**src/common/epi_pkg.sv**
```systemverilog
/*
 * Shared constants for the external pin interrupt block: register indices,
 * field layouts, reset values and sense encodings.
 * Assumes a 32-bit classic Wishbone bus whose byte address is four times
 * the register index.
 */
// Contract
// - Enabled pins still trigger interrupts while the pins are driven as outputs.
// - Group 3 covers inputs 31:24, group 2 23:16, group 1 15:8, group 0 7:0.
// - Four per-bank mask registers choose which inputs feed each group.
// - Pin changes are seen without the clock so they can wake from sleep.
// - Pin change interrupt needs the clock; a change undone before wake raises none.
// - Two sense bits per pin: 00 low, 01 any edge, 10 falling, 11 rising.
// - Enabled level-sensed request stays asserted while the pin stays low.
// - Low level and edges on dedicated pins are seen without the clock.
// - Sense register bits 7:6 always read as zero.
// - Dedicated interrupt needs its enable bit and the global flag both set.
// - Trigger sets the pending flag; vector taken or writing one clears it.
// - Pending flag reads zero while its pin uses level sense.
// - Sleeping with a request disabled gates its input; the change may set flags.
// - Group enables 3 and 2 with the global flag let bank changes raise vectors.
// - Group enables 1 and 0 gate groups 1 and 0 the same way.
// - Each group has a pending flag, set by bank change, cleared by vector or one.
// - Set mask bit enables its input; cleared bit disables it; masks reset to zero.
package epi_pkg;

    // ========================================================================
    // Sizes
    // ========================================================================
    localparam int unsigned NUM_DED = 3;
    localparam int unsigned NUM_TOG = 32;
    localparam int unsigned NUM_BANK = 4;
    localparam int unsigned BANK_W = 8;
    localparam int unsigned SENSE_W = 2;
    localparam int unsigned REG_W = 8;
    localparam int unsigned IDX_W = 8;
    localparam int unsigned ADR_LSB = 2;
    localparam int unsigned ADR_MSB = 9;
    localparam int unsigned NUM_VEC = 7;
    localparam int unsigned VEC_GRP_LSB = 3;

    // ========================================================================
    // Register indices (byte address is index times four)
    // ========================================================================
    localparam logic [7:0] IDX_EXT_EN = 8'h3D;
    localparam logic [7:0] IDX_GRP_EN = 8'h68;
    localparam logic [NUM_BANK-1:0][7:0] IDX_MASK = {8'h73, 8'h6D, 8'h6C, 8'h6B};
    localparam logic [7:0] IDX_SENSE = 8'h80;
    localparam logic [7:0] IDX_EXT_FLAG = 8'h81;
    localparam logic [7:0] IDX_GRP_FLAG = 8'h82;

    // ========================================================================
    // Reset values
    // ========================================================================
    localparam logic [NUM_DED-1:0] EXT_EN_RST = 3'h0;
    localparam logic [NUM_BANK-1:0] GRP_EN_RST = 4'h0;
    localparam logic [NUM_DED*SENSE_W-1:0] SENSE_RST = 6'h00;
    localparam logic [NUM_TOG-1:0] MASK_RST = 32'h0000_0000;
    localparam logic [NUM_DED-1:0] EXT_FLAG_RST = 3'h0;
    localparam logic [NUM_BANK-1:0] GRP_FLAG_RST = 4'h0;

    // Level seen from a pin whose input buffer is switched off in sleep
    localparam logic BUF_OFF_LEVEL = 1'b0;

    // ========================================================================
    // Sense encodings
    // ========================================================================
    localparam logic [1:0] SENSE_LOW = 2'h0;
    localparam logic [1:0] SENSE_ANY = 2'h1;
    localparam logic [1:0] SENSE_FALL = 2'h2;
    localparam logic [1:0] SENSE_RISE = 2'h3;

    // Trigger condition of one dedicated pin for a sense setting
    function automatic logic sense_hit(input logic [1:0] sel, input logic cur, input logic prev);
        logic hit;
        hit = 1'b0;
        unique case (sel)
            SENSE_LOW: hit = !cur;
            SENSE_ANY: hit = cur != prev;
            SENSE_FALL: hit = prev && !cur;
            SENSE_RISE: hit = cur && !prev;
        endcase
        return hit;
    endfunction : sense_hit

endpackage : epi_pkg

```
**src/core/epi_sync.sv**
```systemverilog
/*
 * Two-flop synchroniser for a vector of pin levels.
 * Assumes every bit is an independent level from outside the clock domain.
 */
module epi_sync #(
    parameter int unsigned W = 1
) (
    input wire logic clk,
    input wire logic nrst,
    input wire logic [W-1:0] d,
    output logic [W-1:0] q
);

    typedef struct packed {
        logic [W-1:0] s1;
        logic [W-1:0] s2;
    } epi_sync_s;

    epi_sync_s st_q;
    epi_sync_s st_d;

    // ========================================================================
    // Next state
    // ========================================================================
    always_comb begin
        st_d = st_q;
        st_d.s1 = d;
        st_d.s2 = st_q.s1;
    end

    // ========================================================================
    // Registers
    // ========================================================================
    always_ff @(posedge clk or negedge nrst) begin
        if (!nrst) begin
            st_q <= '0;
        end else begin
            st_q <= st_d;
        end
    end

    assign q = st_q.s2;

endmodule : epi_sync

```
**src/core/epi_top.sv**
```systemverilog
/*
 * External pin interrupt block: three dedicated request pins with
 * selectable sense and 32 pin-change inputs in four banks of eight,
 * reached over a classic Wishbone slave.
 * Assumes pins are asynchronous, the processor status I bit and the
 * vector-taken pulses come from the CORE_CLK domain, and the core drops
 * a vector-taken pulse after one cycle.
 */
module epi_top (
    input wire logic CORE_CLK,
    input wire logic NRST,
    input wire logic WB_CYC_I,
    input wire logic WB_STB_I,
    input wire logic WB_WE_I,
    input wire logic [9:0] WB_ADR_I,
    input wire logic [3:0] WB_SEL_I,
    input wire logic [31:0] WB_DAT_I,
    output logic [31:0] WB_DAT_O,
    output logic WB_ACK_O,
    input wire logic [2:0] DEDICATED_REQUEST_PINS,
    input wire logic [31:0] TOGGLE_WATCH_INPUTS,
    input wire logic GLOBAL_IRQ_ENABLE,
    input wire logic SLEEP_ACTIVE,
    input wire logic [6:0] VECTOR_TAKEN,
    output logic [2:0] DEDICATED_IRQ,
    output logic [3:0] TOGGLE_GROUP_IRQ,
    output logic WAKE_REQUEST
);

    localparam int unsigned NDED = epi_pkg::NUM_DED;
    localparam int unsigned NTOG = epi_pkg::NUM_TOG;
    localparam int unsigned NBANK = epi_pkg::NUM_BANK;
    localparam int unsigned BW = epi_pkg::BANK_W;
    localparam int unsigned SW = epi_pkg::SENSE_W;
    localparam int unsigned RW = epi_pkg::REG_W;
    localparam int unsigned VG = epi_pkg::VEC_GRP_LSB;

    typedef struct packed {
        logic ack;
        logic [31:0] rdata;
        logic [NDED-1:0] ext_en;
        logic [NBANK-1:0] grp_en;
        logic [NDED*SW-1:0] sense;
        logic [NTOG-1:0] tog_mask;
        logic [NDED-1:0] ext_flag;
        logic [NBANK-1:0] grp_flag;
        logic [NDED-1:0] ded_prev;
        logic [NTOG-1:0] tog_prev;
    } epi_state_s;

    epi_state_s st_q;
    epi_state_s st_d;

    logic [NDED-1:0] ded_sync;
    logic [NTOG-1:0] tog_sync;
    logic [NDED-1:0] level_mode;
    logic [NDED-1:0] ded_eff;
    logic [NDED-1:0] ded_hit;
    logic [NDED-1:0] ded_wake;
    logic [NDED-1:0] ded_clr;
    logic [NBANK-1:0] grp_hit;
    logic [NBANK-1:0] grp_wake;
    logic [NBANK-1:0] grp_clr;
    logic [epi_pkg::IDX_W-1:0] idx;
    logic req_new;
    logic wr_go;
    logic [31:0] rd_val;

    // ========================================================================
    // Pin synchronisers
    // ========================================================================
    // Pins are read whatever their port direction, so driving them raises interrupts
    epi_sync #(
        .W(NDED + NTOG)
    ) u_pin_sync (
        .clk(CORE_CLK),
        .nrst(NRST),
        .d({DEDICATED_REQUEST_PINS, TOGGLE_WATCH_INPUTS}),
        .q({ded_sync, tog_sync})
    );

    // ========================================================================
    // Bus decode
    // ========================================================================
    assign idx = WB_ADR_I[epi_pkg::ADR_MSB:epi_pkg::ADR_LSB];
    assign req_new = WB_CYC_I && WB_STB_I && !st_q.ack;
    // Writes land on the edge where the master sees ack
    assign wr_go = WB_CYC_I && WB_STB_I && WB_WE_I && st_q.ack && WB_SEL_I[0];

    // ========================================================================
    // Dedicated request pins
    // ========================================================================
    for (genvar n = 0; n < NDED; n++) begin : g_ded
        logic [1:0] sel;
        assign sel = st_q.sense[n*SW +: SW];
        assign level_mode[n] = sel == epi_pkg::SENSE_LOW;
        // Input buffer off in sleep while the request is disabled
        assign ded_eff[n] = (SLEEP_ACTIVE && !st_q.ext_en[n]) ? epi_pkg::BUF_OFF_LEVEL : ded_sync[n];
        assign ded_hit[n] = epi_pkg::sense_hit(sel, ded_eff[n], st_q.ded_prev[n]);
        // Raw pin path, needs no clock edge
        assign ded_wake[n] = st_q.ext_en[n]
            && epi_pkg::sense_hit(sel, DEDICATED_REQUEST_PINS[n], st_q.ded_prev[n]);
        assign ded_clr[n] = VECTOR_TAKEN[n] || (wr_go && idx == epi_pkg::IDX_EXT_FLAG && WB_DAT_I[n]);
        assign DEDICATED_IRQ[n] = GLOBAL_IRQ_ENABLE && st_q.ext_en[n]
            && (level_mode[n] ? !ded_eff[n] : st_q.ext_flag[n]);
    end

    // ========================================================================
    // Pin-change banks
    // ========================================================================
    for (genvar g = 0; g < NBANK; g++) begin : g_bank
        logic [BW-1:0] msk;
        assign msk = st_q.tog_mask[g*BW +: BW];
        // A change undone before the clock restarts never reaches the flag
        assign grp_hit[g] = |((tog_sync[g*BW +: BW] ^ st_q.tog_prev[g*BW +: BW]) & msk);
        assign grp_wake[g] = st_q.grp_en[g]
            && |((TOGGLE_WATCH_INPUTS[g*BW +: BW] ^ st_q.tog_prev[g*BW +: BW]) & msk);
        assign grp_clr[g] = VECTOR_TAKEN[VG + g] || (wr_go && idx == epi_pkg::IDX_GRP_FLAG && WB_DAT_I[g]);
        assign TOGGLE_GROUP_IRQ[g] = GLOBAL_IRQ_ENABLE && st_q.grp_en[g] && st_q.grp_flag[g];
    end

    assign WAKE_REQUEST = |ded_wake || |grp_wake;

    // ========================================================================
    // Read mux
    // ========================================================================
    always_comb begin
        rd_val = '0;
        case (idx)
            epi_pkg::IDX_EXT_EN: rd_val[NDED-1:0] = st_q.ext_en;
            epi_pkg::IDX_GRP_EN: rd_val[NBANK-1:0] = st_q.grp_en;
            epi_pkg::IDX_SENSE: rd_val[NDED*SW-1:0] = st_q.sense;
            epi_pkg::IDX_EXT_FLAG: rd_val[NDED-1:0] = st_q.ext_flag & ~level_mode;
            epi_pkg::IDX_GRP_FLAG: rd_val[NBANK-1:0] = st_q.grp_flag;
            default: begin
                for (int b = 0; b < NBANK; b++) begin
                    if (idx == epi_pkg::IDX_MASK[b]) begin
                        rd_val[RW-1:0] = st_q.tog_mask[b*BW +: BW];
                    end
                end
            end
        endcase
    end

    // ========================================================================
    // Next state
    // ========================================================================
    always_comb begin
        st_d = st_q;
        st_d.ack = req_new;
        if (req_new) begin
            st_d.rdata = rd_val;
        end
        st_d.ded_prev = ded_eff;
        st_d.tog_prev = tog_sync;
        if (wr_go) begin
            case (idx)
                epi_pkg::IDX_EXT_EN: st_d.ext_en = WB_DAT_I[NDED-1:0];
                epi_pkg::IDX_GRP_EN: st_d.grp_en = WB_DAT_I[NBANK-1:0];
                epi_pkg::IDX_SENSE: st_d.sense = WB_DAT_I[NDED*SW-1:0];
                default: begin
                    for (int b = 0; b < NBANK; b++) begin
                        if (idx == epi_pkg::IDX_MASK[b]) begin
                            st_d.tog_mask[b*BW +: BW] = WB_DAT_I[BW-1:0];
                        end
                    end
                end
            endcase
        end
        // Set beats clear; level sense holds the flag at zero
        for (int n = 0; n < NDED; n++) begin
            if (level_mode[n]) begin
                st_d.ext_flag[n] = 1'b0;
            end else if (ded_hit[n]) begin
                st_d.ext_flag[n] = 1'b1;
            end else if (ded_clr[n]) begin
                st_d.ext_flag[n] = 1'b0;
            end
        end
        for (int g = 0; g < NBANK; g++) begin
            if (grp_hit[g]) begin
                st_d.grp_flag[g] = 1'b1;
            end else if (grp_clr[g]) begin
                st_d.grp_flag[g] = 1'b0;
            end
        end
    end

    // ========================================================================
    // Registers
    // ========================================================================
    always_ff @(posedge CORE_CLK or negedge NRST) begin
        if (!NRST) begin
            st_q <= '0;
            st_q.ext_en <= epi_pkg::EXT_EN_RST;
            st_q.grp_en <= epi_pkg::GRP_EN_RST;
            st_q.sense <= epi_pkg::SENSE_RST;
            st_q.tog_mask <= epi_pkg::MASK_RST;
            st_q.ext_flag <= epi_pkg::EXT_FLAG_RST;
            st_q.grp_flag <= epi_pkg::GRP_FLAG_RST;
        end else begin
            st_q <= st_d;
        end
    end

    assign WB_ACK_O = st_q.ack;
    assign WB_DAT_O = st_q.rdata;
endmodule : epi_top

```
**config.mk**
```make
export PLATFORM = sky130hd
export DESIGN_NAME = epi_top
export DESIGN_NICKNAME = d
export VERILOG_FILES = /design/src/common/epi_pkg.sv /design/src/core/epi_sync.sv /design/src/core/epi_top.sv
export SDC_FILE = /design/constraint.sdc
export NUM_CORES = 1
export LEC_CHECK = 0
export ABC_AREA = 1
export BUFFER_PORTS_ARGS = -buffer_cell sky130_fd_sc_hd__buf_2
export CAP_MARGIN = 5
export CORE_MARGIN = 2
export CORE_UTILIZATION = 25
export CTS_BUF_LIST = sky130_fd_sc_hd__clkbuf_8
export DETAILED_ROUTE_END_ITERATION = 8
export PLACE_DENSITY = 0.44
export SLEW_MARGIN = 20
export SYNTH_ARGS = -nofsm -noshare
export SYNTH_HDL_FRONTEND = slang
export SYNTH_SLANG_ARGS = --single-unit
```
**constraint.sdc**
```tcl
create_clock -name CORE_CLK -period 2 [get_ports CORE_CLK]
set_input_delay 0.4 -clock CORE_CLK [delete_from_list [all_inputs] [get_ports CORE_CLK]]
set_output_delay 0.4 -clock CORE_CLK [all_outputs]
set_load 0.1 [all_outputs]
```
* Word-level counts from Yosys, hierarchy flattened
Index checks and enable logic that the tools add are counted.
Storage, ports and cells: register bits after elaboration 166, output and inout bits 41
Operators by class: equality and inequality tests 24, muxes and demuxes 37, bitwise logic cells 19, reductions and logical operators 102
Operators by type and width (count):
- $and 8x8->8 | 8
- $reduce_or 8->1 | 8
- $xor 8x8->8 | 8
- $logic_and 1x1->1 | 50
- $eq 8x7->1 const B | 5
- $mux 8 | 4
- $pmux 1 s4 | 7
- $eq 8x8->1 const B | 3
- $mux 1 | 23
- $pmux 3 s5 | 1
- $logic_not 1->1 | 13
- $eq 2x2->1 const B | 6
- $reduce_and 3->1 | 4
- $reduce_bool 3->1 | 3
- $eq 8x6->1 const B | 1
- $logic_or 1x1->1 | 8
- $reduce_bool 2->1 | 4
- $reduce_or 4->1 | 2
- $eq 2x1->1 const B | 3
- $logic_not 2->1 | 3
- $ne 1x1->1 | 6
- $reduce_and 2->1 | 3
- $reduce_or 3->1 | 2
- $reduce_or 5->1 | 1
- other kinds (6) | 6

* Longest topological paths before layout
Gate-level depths: netlist of run 1.
depth after elaboration 10, mapped depth 11, gate-level depth less buffers 11

* Modules after synthesis
Synthesis of run 1 repeated with hierarchy kept, for this count alone.
Second synthesis, totals: cell total of the unflattened synthesis 855, area total of the unflattened synthesis 7492.2 um^2
By module, submodules not included:
- epi_top | times used 1, cells each 785, area an instance 5740.5 um^2, sequential area each 2402.3 um^2
- epi_sync | times used 1, cells each 70, area an instance 1751.7 um^2, sequential area each 1751.7 um^2

* Worst setup path after synthesis of run 1
No wires, ideal clock.
kind reg-to-output, start register st_q, in the netlist g_ded[1].sel[1], end output DEDICATED_IRQ[1], arrival 2904 ps, data required time 1600 ps, path slack -1304 ps, cell stages (with the launch flop) 6, path buffers 1, cells stage by stage dfrtp_1 > clkbuf_1 > nor2_1 > nor2_1 > a21oi_1 > nor3_1
On the way: cells in the longest elaborated chain, start to end 3
RTL lines:
- start: declaration | line epi_top.sv:51 | epi_state_s st_q;
- start signal: assignment | line epi_top.sv:202 | st_q <= st_d;
- $logic_not 2->1 | line epi_top.sv:96 | assign level_mode[n] = sel == epi_pkg::SENSE_LOW;
- $mux 1 | line epi_top.sv:105 | && (level_mode[n] ? !ded_eff[n] : st_q.ext_flag[n]);
- $logic_and 1x1->1 | line epi_top.sv:105
- end: declaration | line epi_top.sv:25 | output logic [2:0] DEDICATED_IRQ,
No other way between the ends.

* Worst setup path in the final report of run 1
start register st_q[10] in the netlist's numbering, end output WAKE_REQUEST
On the way: cells in the longest elaborated chain, start to end 6
RTL lines:
- $xor 8x8->8 | line epi_top.sv:117 | && |((TOGGLE_WATCH_INPUTS[g*BW +: BW] ^ st_q.tog_prev[g*BW +: BW]) & msk);
- $and 8x8->8 | line epi_top.sv:117
- $reduce_or 8->1 | line epi_top.sv:117
- $logic_and 1x1->1 | line epi_top.sv:117
- $reduce_or 4->1 | line epi_top.sv:122 | assign WAKE_REQUEST = |ded_wake || |grp_wake;
- $logic_or 1x1->1 | line epi_top.sv:122
- end: declaration | line epi_top.sv:27 | output logic WAKE_REQUEST
No other way between the ends.

==> results of run 1 <==
==> worst paths after layout <==
path / cells after the start / startpoint / slack (ns) / end
min: 1 / TOGGLE_WATCH_INPUTS[6] / 0.05 / u_pin_sync.st_d[6]
max: 8 / st_q[10] / -0.46 / WAKE_REQUEST
max in group asynchronous: 3 / NRST / 0.96 / st_q[26]
min in group asynchronous: 2 / NRST / 0.44 / u_pin_sync.st_d[11]
max reg2reg: 6 / st_q[85] / 0.34 / st_q[40]
min reg2reg: 0 / u_pin_sync.st_d[1] / 0.34 / u_pin_sync.q[1]
==> cells by family (layout without fill, tap and decap cells) <==
kind of cell | Yosys count | after routing | share of synthesized area [%]
simple gates | 502 | 502 | 29.8
flops | 166 | 166 | 54.1
buf+inv | 131 | 255 | 8.51
compound gates | 59 | 59 | 4.44
fa+ha+maj | 12 | 12 | 1.96
xor+xnor | 7 | 7 | 0.799
mux | 2 | 2 | 0.294
other cells | 1 | 24 | 0.0489
==> critical path: cells and delay by family, from the launching register on <==
kind / cells / cell delay (ns)
AOI/OAI and AO/OA: 1 / 0.14
buffers and inverters: 1 / 0.18
DFF: 1 / 0.42
and+or+nand+nor: 6 / 0.84
==> per-layer routing <==
layer / share of wire (%) / vias to the layer above / track usage [%]
li1: - / 3064 / -
met1: 48 / 2888 / 18.9
met2: 46 / 110 / 22.1
met5: 0.061 / - / 0
met4: 2.6 / 2 / 5.31
met3: 3.5 / 35 / 3.16
==> cell type report <==
type | count | area, um^2
fill | 3228 | 21000
sequential | 166 | 4160
multi-input combinational | 606 | 3060
timing repair buffer | 140 | 1040
tap | 396 | 495
inverter | 83 | 312
clock buffer | 18 | 248
clock inverter | 14 | 141
==> metrics by stage <==
step	instances	instance area, um^2	setup TNS [ns]
floorplan	903	7790	-0.859
global placement	1380	8890	-0.176
detailed placement	1380	8890	-0.169
CTS	1420	9400	-0.871
global route	1423	9450	-0.995
finish	1423	9450	-0.554
==> repair_timing <==
| action | CTS | global route |
|---|---|---|
| hold endpoints to repair | 48 | 0 |
| buffers inserted | 6 | 3 |
| setup endpoints to repair | 4 | 5 |
| hold buffers | 2 | 0 |
| gates resized for setup | 21 | 8 |
| pin swaps | 7 | 8 |
==> power by group through the flow <==
stage	registers, mW	clock network, mW	logic (mW)
finish	3.55	2.45	0.686
global route	3.57	2.71	0.756
CTS	3.55	2.56	0.694
detailed placement	3.61	0	0.684
global placement	3.61	0	0.680
floorplan	3.60	0	0.448
==> synthesized netlist by cell type, types with 2 or more instances <==
cell       number
nand2_1       250
clkbuf_1        2
o22ai_1         2
o311a_1         2
mux2_2          2
buf_6           3
nand4_1        38
ha_1           12
buf_2           9
nand3_1        95
nand3b_1        4
a21oi_1        16
buf_4          34
o21ai_0        32
inv_2           4
inv_1          79
nor3_1          3
nor2_1         72
xor2_1          6
or2_2          26
nand3_4         4
dfrtp_1       166
nand2_2         5
o2111ai_1       4
nand2_4         2
==> flip-flops by register name, summed over array words and instances, names as in the netlist <==
name             cells
g_bank.msk          32
g_ded.sel            6
st_q                49
WB_ACK_O             1
u_pin_sync.st_d     35
u_pin_sync.q        35
WB_DAT_O             8
==> impl_results.md, run 1 <==
* Clock tree buffer depth at 2
* Sw Share at 29.8%
* Share of layout cells above drive strength 1 at 23.2%
* RSZ-0062 raised after global routing: true
* Slew HR at 63.8%
* Synth warn at 0
* Slowest stage delay, CP at 0.42 ns
* Min Tclk post-route at 2.46 ns
* Dominant synthesized flop cell: dfrtp_1
* Number of synthesized flops with an enable pin at 0
* Reg power frac at 53.1%
* Max-Cap Viols at 0
* Synth-to-layout area growth at 23.2%
* Seq/Total Area, Yosys at 54.1%
* CTS tree: yes
* Initial DRC count at 411
* Port Buffer Count at 82
* Area contributors post-synth: dfrtp_1, nand2_1, nand3_1
* GPL Wtd Cong at 0.816
* Final period utilization at 123%
* Crit path kind: flop to output port
* Yosys top cell by area: dfrtp_1
* Clock skew at 0.0188 ns
* Global-route wire length before repair at 33.7 mm
* WL/cell at 15.0 um
* Clock sink total at 166
* Final design utilization at 31.1%
* Die Area at 32100 um^2
* Critical path's slowest cell: dfrtp_1
* Detailed-route via count at 6099
* Nets at 1121
* Number of buffers created by CTS at 17
* Die X at 179 um
* VDD IR max at 0.367 mV
* Vias/cell at 4.29
* Syn Inst Count at 880
* Commonest non-fill, non-tap cells in the layout: nand2_1, dfrtp_1, nand3_1
* CTS root buffer: clkbuf_8
* Hold Path Class: input pin to flop
* CP cell instances: or2_2, nand2_1, nand2_1, nor2_2, a21oi_1, nor2_2, nand2_2, buf_12
* Vias in the first global route at 5938
* Clock power share at 36.7%
* P_int at 4.69 mW
* Power share of the combinational group at 10.3%
* Status: finished, violations left
* Core ar. at 30400 um^2
* Post-synthesis async set-or-reset flop share at 100%
* Slew Viols, Final at 0
* Final hold slack at 0.0473 ns
* Die Y at 179 um
* Post-synth top area share at 54.1%
* Post-synthesis instance area at 7670 um^2
* Unique masters post-synth at 33
* Antenna fix cells at 0
* Critical Path End Type: output port
* Failing checks: setup timing
* Pleak at 4.73 nW
* Mapped Avg Cell Area at 8.72 um^2
* Setup slack after layout at -0.462 ns
* Initial antenna violation count at 1
* FMAX at 0.406 GHz
* Clock Pin Slew Worst Setup and Hold Paths at 0.11 ns
* DPL Wire Length at 16.1 mm
* Total Wirelength at 21.3 mm
* NetSw at 1.99 mW
* Critical path peak fanout at 4
* Post-DRT Antenna Nets at 0
* Tightest Pin Transition at 0.543 ns
* Commonest non-fill, non-tap cell in the layout: nand2_1
* Synthesis-stage register bit count at 166
* Htree depth at 4
* Initial Util at 25.2%
* Row count at 64
* Total gr overflow at 0
* Drt first pass iters at 5
* Final Hold Viols at 0
* Io pins at 136
* Post-route DRC at 0
* Data required, critical path at 1.60 ns
* Final Power at 6.68 mW
* WP data arrival at 2.06 ns
* Final setup violation count at 3
* Startpoint Class: flop
* Worst-Skew Late Latency at 0.48 ns
* Largest net degree at the start of global routing at 52
* Total track usage at 14.1%
* P per Cell Area at 707 nW/um^2
* DP Worst Slack at -0.169 ns
(Power assumes the default switching activity.)
==> inputs of run 2 (changes only) <==
Settings changed: CORE_UTILIZATION 25 to 30, PLACE_DENSITY 0.44 to 0.5, SKIP_LAST_GASP set to 1.
==> run 2 against run 1 <==
Net effect:
- the run still ends with setup timing left
- register-to-register slack about the same
- core utilization rose by 6.0 points
- global-route usage increased by 1.6 points
- clock power barely moved
- sequential power about the same
- worst setup slack gained 0.055 ns
- non-clock buffer count did not move
- cell count shrank 4.6%
==> impl_results.md, run 2 (same netlist as run 1, synthesis figures left out) <==
* RSZ-0062 raised after global routing: true (unchanged)
* DP Area at 8800 um^2 (was 8890 um^2)
* Synth-to-layout area growth at 21.5% (was 23.2%)
* Slew Viols, Final at 0 (unchanged)
* Largest net degree at the start of global routing at 47 (was 52)
* Post-DRT Antenna Nets at 0 (unchanged)
* Clock skew at 0.0118 ns (was 0.0188 ns)
* Pleak at 4.71 nW (was 4.73 nW)
* Final Power at 6.65 mW (was 6.68 mW)
* Critical path's slowest cell: dfrtp_1 (unchanged)
* Clock sink total at 166 (unchanged)
* DP Worst Slack at -0.121 ns (was -0.169 ns)
* Antenna fix cells at 0 (unchanged)
* Design area at 9320 um^2 (was 9450 um^2)
* VDD IR max at 0.320 mV (was 0.367 mV)
* Row count at 58 (was 64)
* Data required, critical path at 1.60 ns (about the same)
* Clock Pin Slew Worst Setup and Hold Paths at 0.09 ns (was 0.11 ns)
* Hold Path Class: input pin to flop (unchanged)
* Port Buffer Count at 82 (unchanged)
* Critical path peak fanout at 3 (was 4)
* Max-Cap Viols at 0 (unchanged)
* WP data arrival at 2.01 ns (was 2.06 ns)
* CTS tree: yes (unchanged)
* Global-route wire length before repair at 31.8 mm (was 33.7 mm)
* Number of buffers created by CTS at 17 (unchanged)
* Total gr overflow at 0 (unchanged)
* Core ar. at 25200 um^2 (was 30400 um^2)
* Final hold slack at 0.0707 ns (was 0.0473 ns)
* Total track usage at 15.7% (was 14.1%)
* Slowest stage delay, CP at 0.41 ns (was 0.42 ns)
* Detailed-route via count at 5982 (was 6099)
* Setup TNS at -0.530 ns (was -0.554 ns)
* DPL Wire Length at 15.2 mm (was 16.1 mm)
* Nets at 1121 (unchanged)
* Initial antenna violation count at 1 (unchanged)
* Share of layout cells above drive strength 1 at 23.1% (was 23.2%)
* Vias/cell at 4.41 (was 4.29)
* Critical Path End Type: output port (unchanged)
* Slew HR at 65.2% (was 63.8%)
* Final setup violation count at 3 (unchanged)
* Min Tclk post-route at 2.41 ns (was 2.46 ns)
* Die Y at 164 um (was 179 um)
* FMAX at 0.415 GHz (was 0.406 GHz)
* Htree depth at 4 (unchanged)
* P per Cell Area at 713 nW/um^2 (was 707 nW/um^2)
* GPL Wtd Cong at 0.837 (was 0.816)
* Status: finished, violations left (unchanged)
* Final Hold Viols at 0 (unchanged)
* Crit path kind: flop to output port (unchanged)
* Die X at 164 um (was 179 um)
* Startpoint Class: flop (unchanged)
* Max reg flops at 49 (unchanged)
* Fin cells at 1357 (was 1423)
* Initial DRC count at 340 (was 411)
* Die Area at 26900 um^2 (was 32100 um^2)
* Commonest non-fill, non-tap cell in the layout: nand2_1 (unchanged)
* CP cell instances: ha_1, nor2_1, nor2_1, nand3_1, nand2_1, nand2_1, nor2_2, nand2_1, nor2_1, nand2_2, buf_12 (was or2_2, nand2_1, nand2_1, nor2_2, a21oi_1, nor2_2, nand2_2, buf_12)
* Setup slack after layout at -0.407 ns (was -0.462 ns)
* Vias in the first global route at 5741 (was 5938)
* Drt first pass iters at 4 (was 5)
* Total Wirelength at 19.8 mm (was 21.3 mm)
* Initial Util at 30.5% (was 25.2%)
* Final design utilization at 37.0% (was 31.1%)
* Top reg by flops: st_q (unchanged)
* CTS root buffer: clkbuf_8 (unchanged)
* Worst-Skew Late Latency at 0.47 ns (was 0.48 ns)
* Failing checks: setup timing (unchanged)
* Post-route DRC at 0 (unchanged)
* Inst Count DP at 1319 (was 1380)
* Clock tree buffer depth at 2 (unchanged)
* Io pins at 136 (unchanged)
* WL/cell at 14.6 um (was 15.0 um)
* Tightest Pin Transition at 0.521 ns (was 0.543 ns)
* Commonest non-fill, non-tap cells in the layout: nand2_1, dfrtp_1, nand3_1 (unchanged)
* Final period utilization at 120% (was 123%)
-- run 2: where the power goes --
group	switching [mW]	total (mW)	internal [mW]	leakage, nW
Sequential	0.0728	3.54	3.47	2.07
Clock	1.25	2.42	1.17	0.204
Combinational	0.513	0.682	0.169	2.44
-- run 2: layer usage --
layer / part of all wire (%) / global-route usage (%)
met4: 1.7 / 5.58
met3: 4.3 / 2.98
met5: 0 / 0
met2: 48 / 25.1
met1: 46 / 21.4
-- run 2: repair_timing --
item / CTS / global route
endpoints found under the hold margin: 32 / 0
hold buffers: 1 / 0
setup buffers: 2 / 3
setup endpoints to repair: 4 / 5
gates resized for setup: 19 / 10
pin swaps: 0 / 4
-- run 2: area by class of cell --
class / count / area, um^2
fill: 2609 / 15900
sequential: 166 / 4160
clock buffer: 19 / 262
inverter: 83 / 312
multi-input combinational: 606 / 3040
timing repair buffer: 140 / 1000
clock inverter: 13 / 133
tap: 330 / 413
-- run 2: final timing paths --
kind,start,end,slack (ns),depth (start not counted)
setup / recovery,st_q[33],WAKE_REQUEST,-0.41,11
hold / removal,TOGGLE_WATCH_INPUTS[31],u_pin_sync.st_d[31],0.07,1
setup reg to reg,st_q[84],st_q[39],0.35,6
hold reg to reg,u_pin_sync.st_d[32],u_pin_sync.q[32],0.35,0
max in group asynchronous,NRST,st_q[15],0.99,3
min in group asynchronous,NRST,u_pin_sync.st_d[3],0.40,2
-- run 2: worst max-delay path, delay by kind of cell (launching register included) --
kind	cells	cell delay, ns
buffers and inverters	1	0.17
adders and majority gates	1	0.28
and+or+nand+nor	9	0.71
DFF	1	0.41
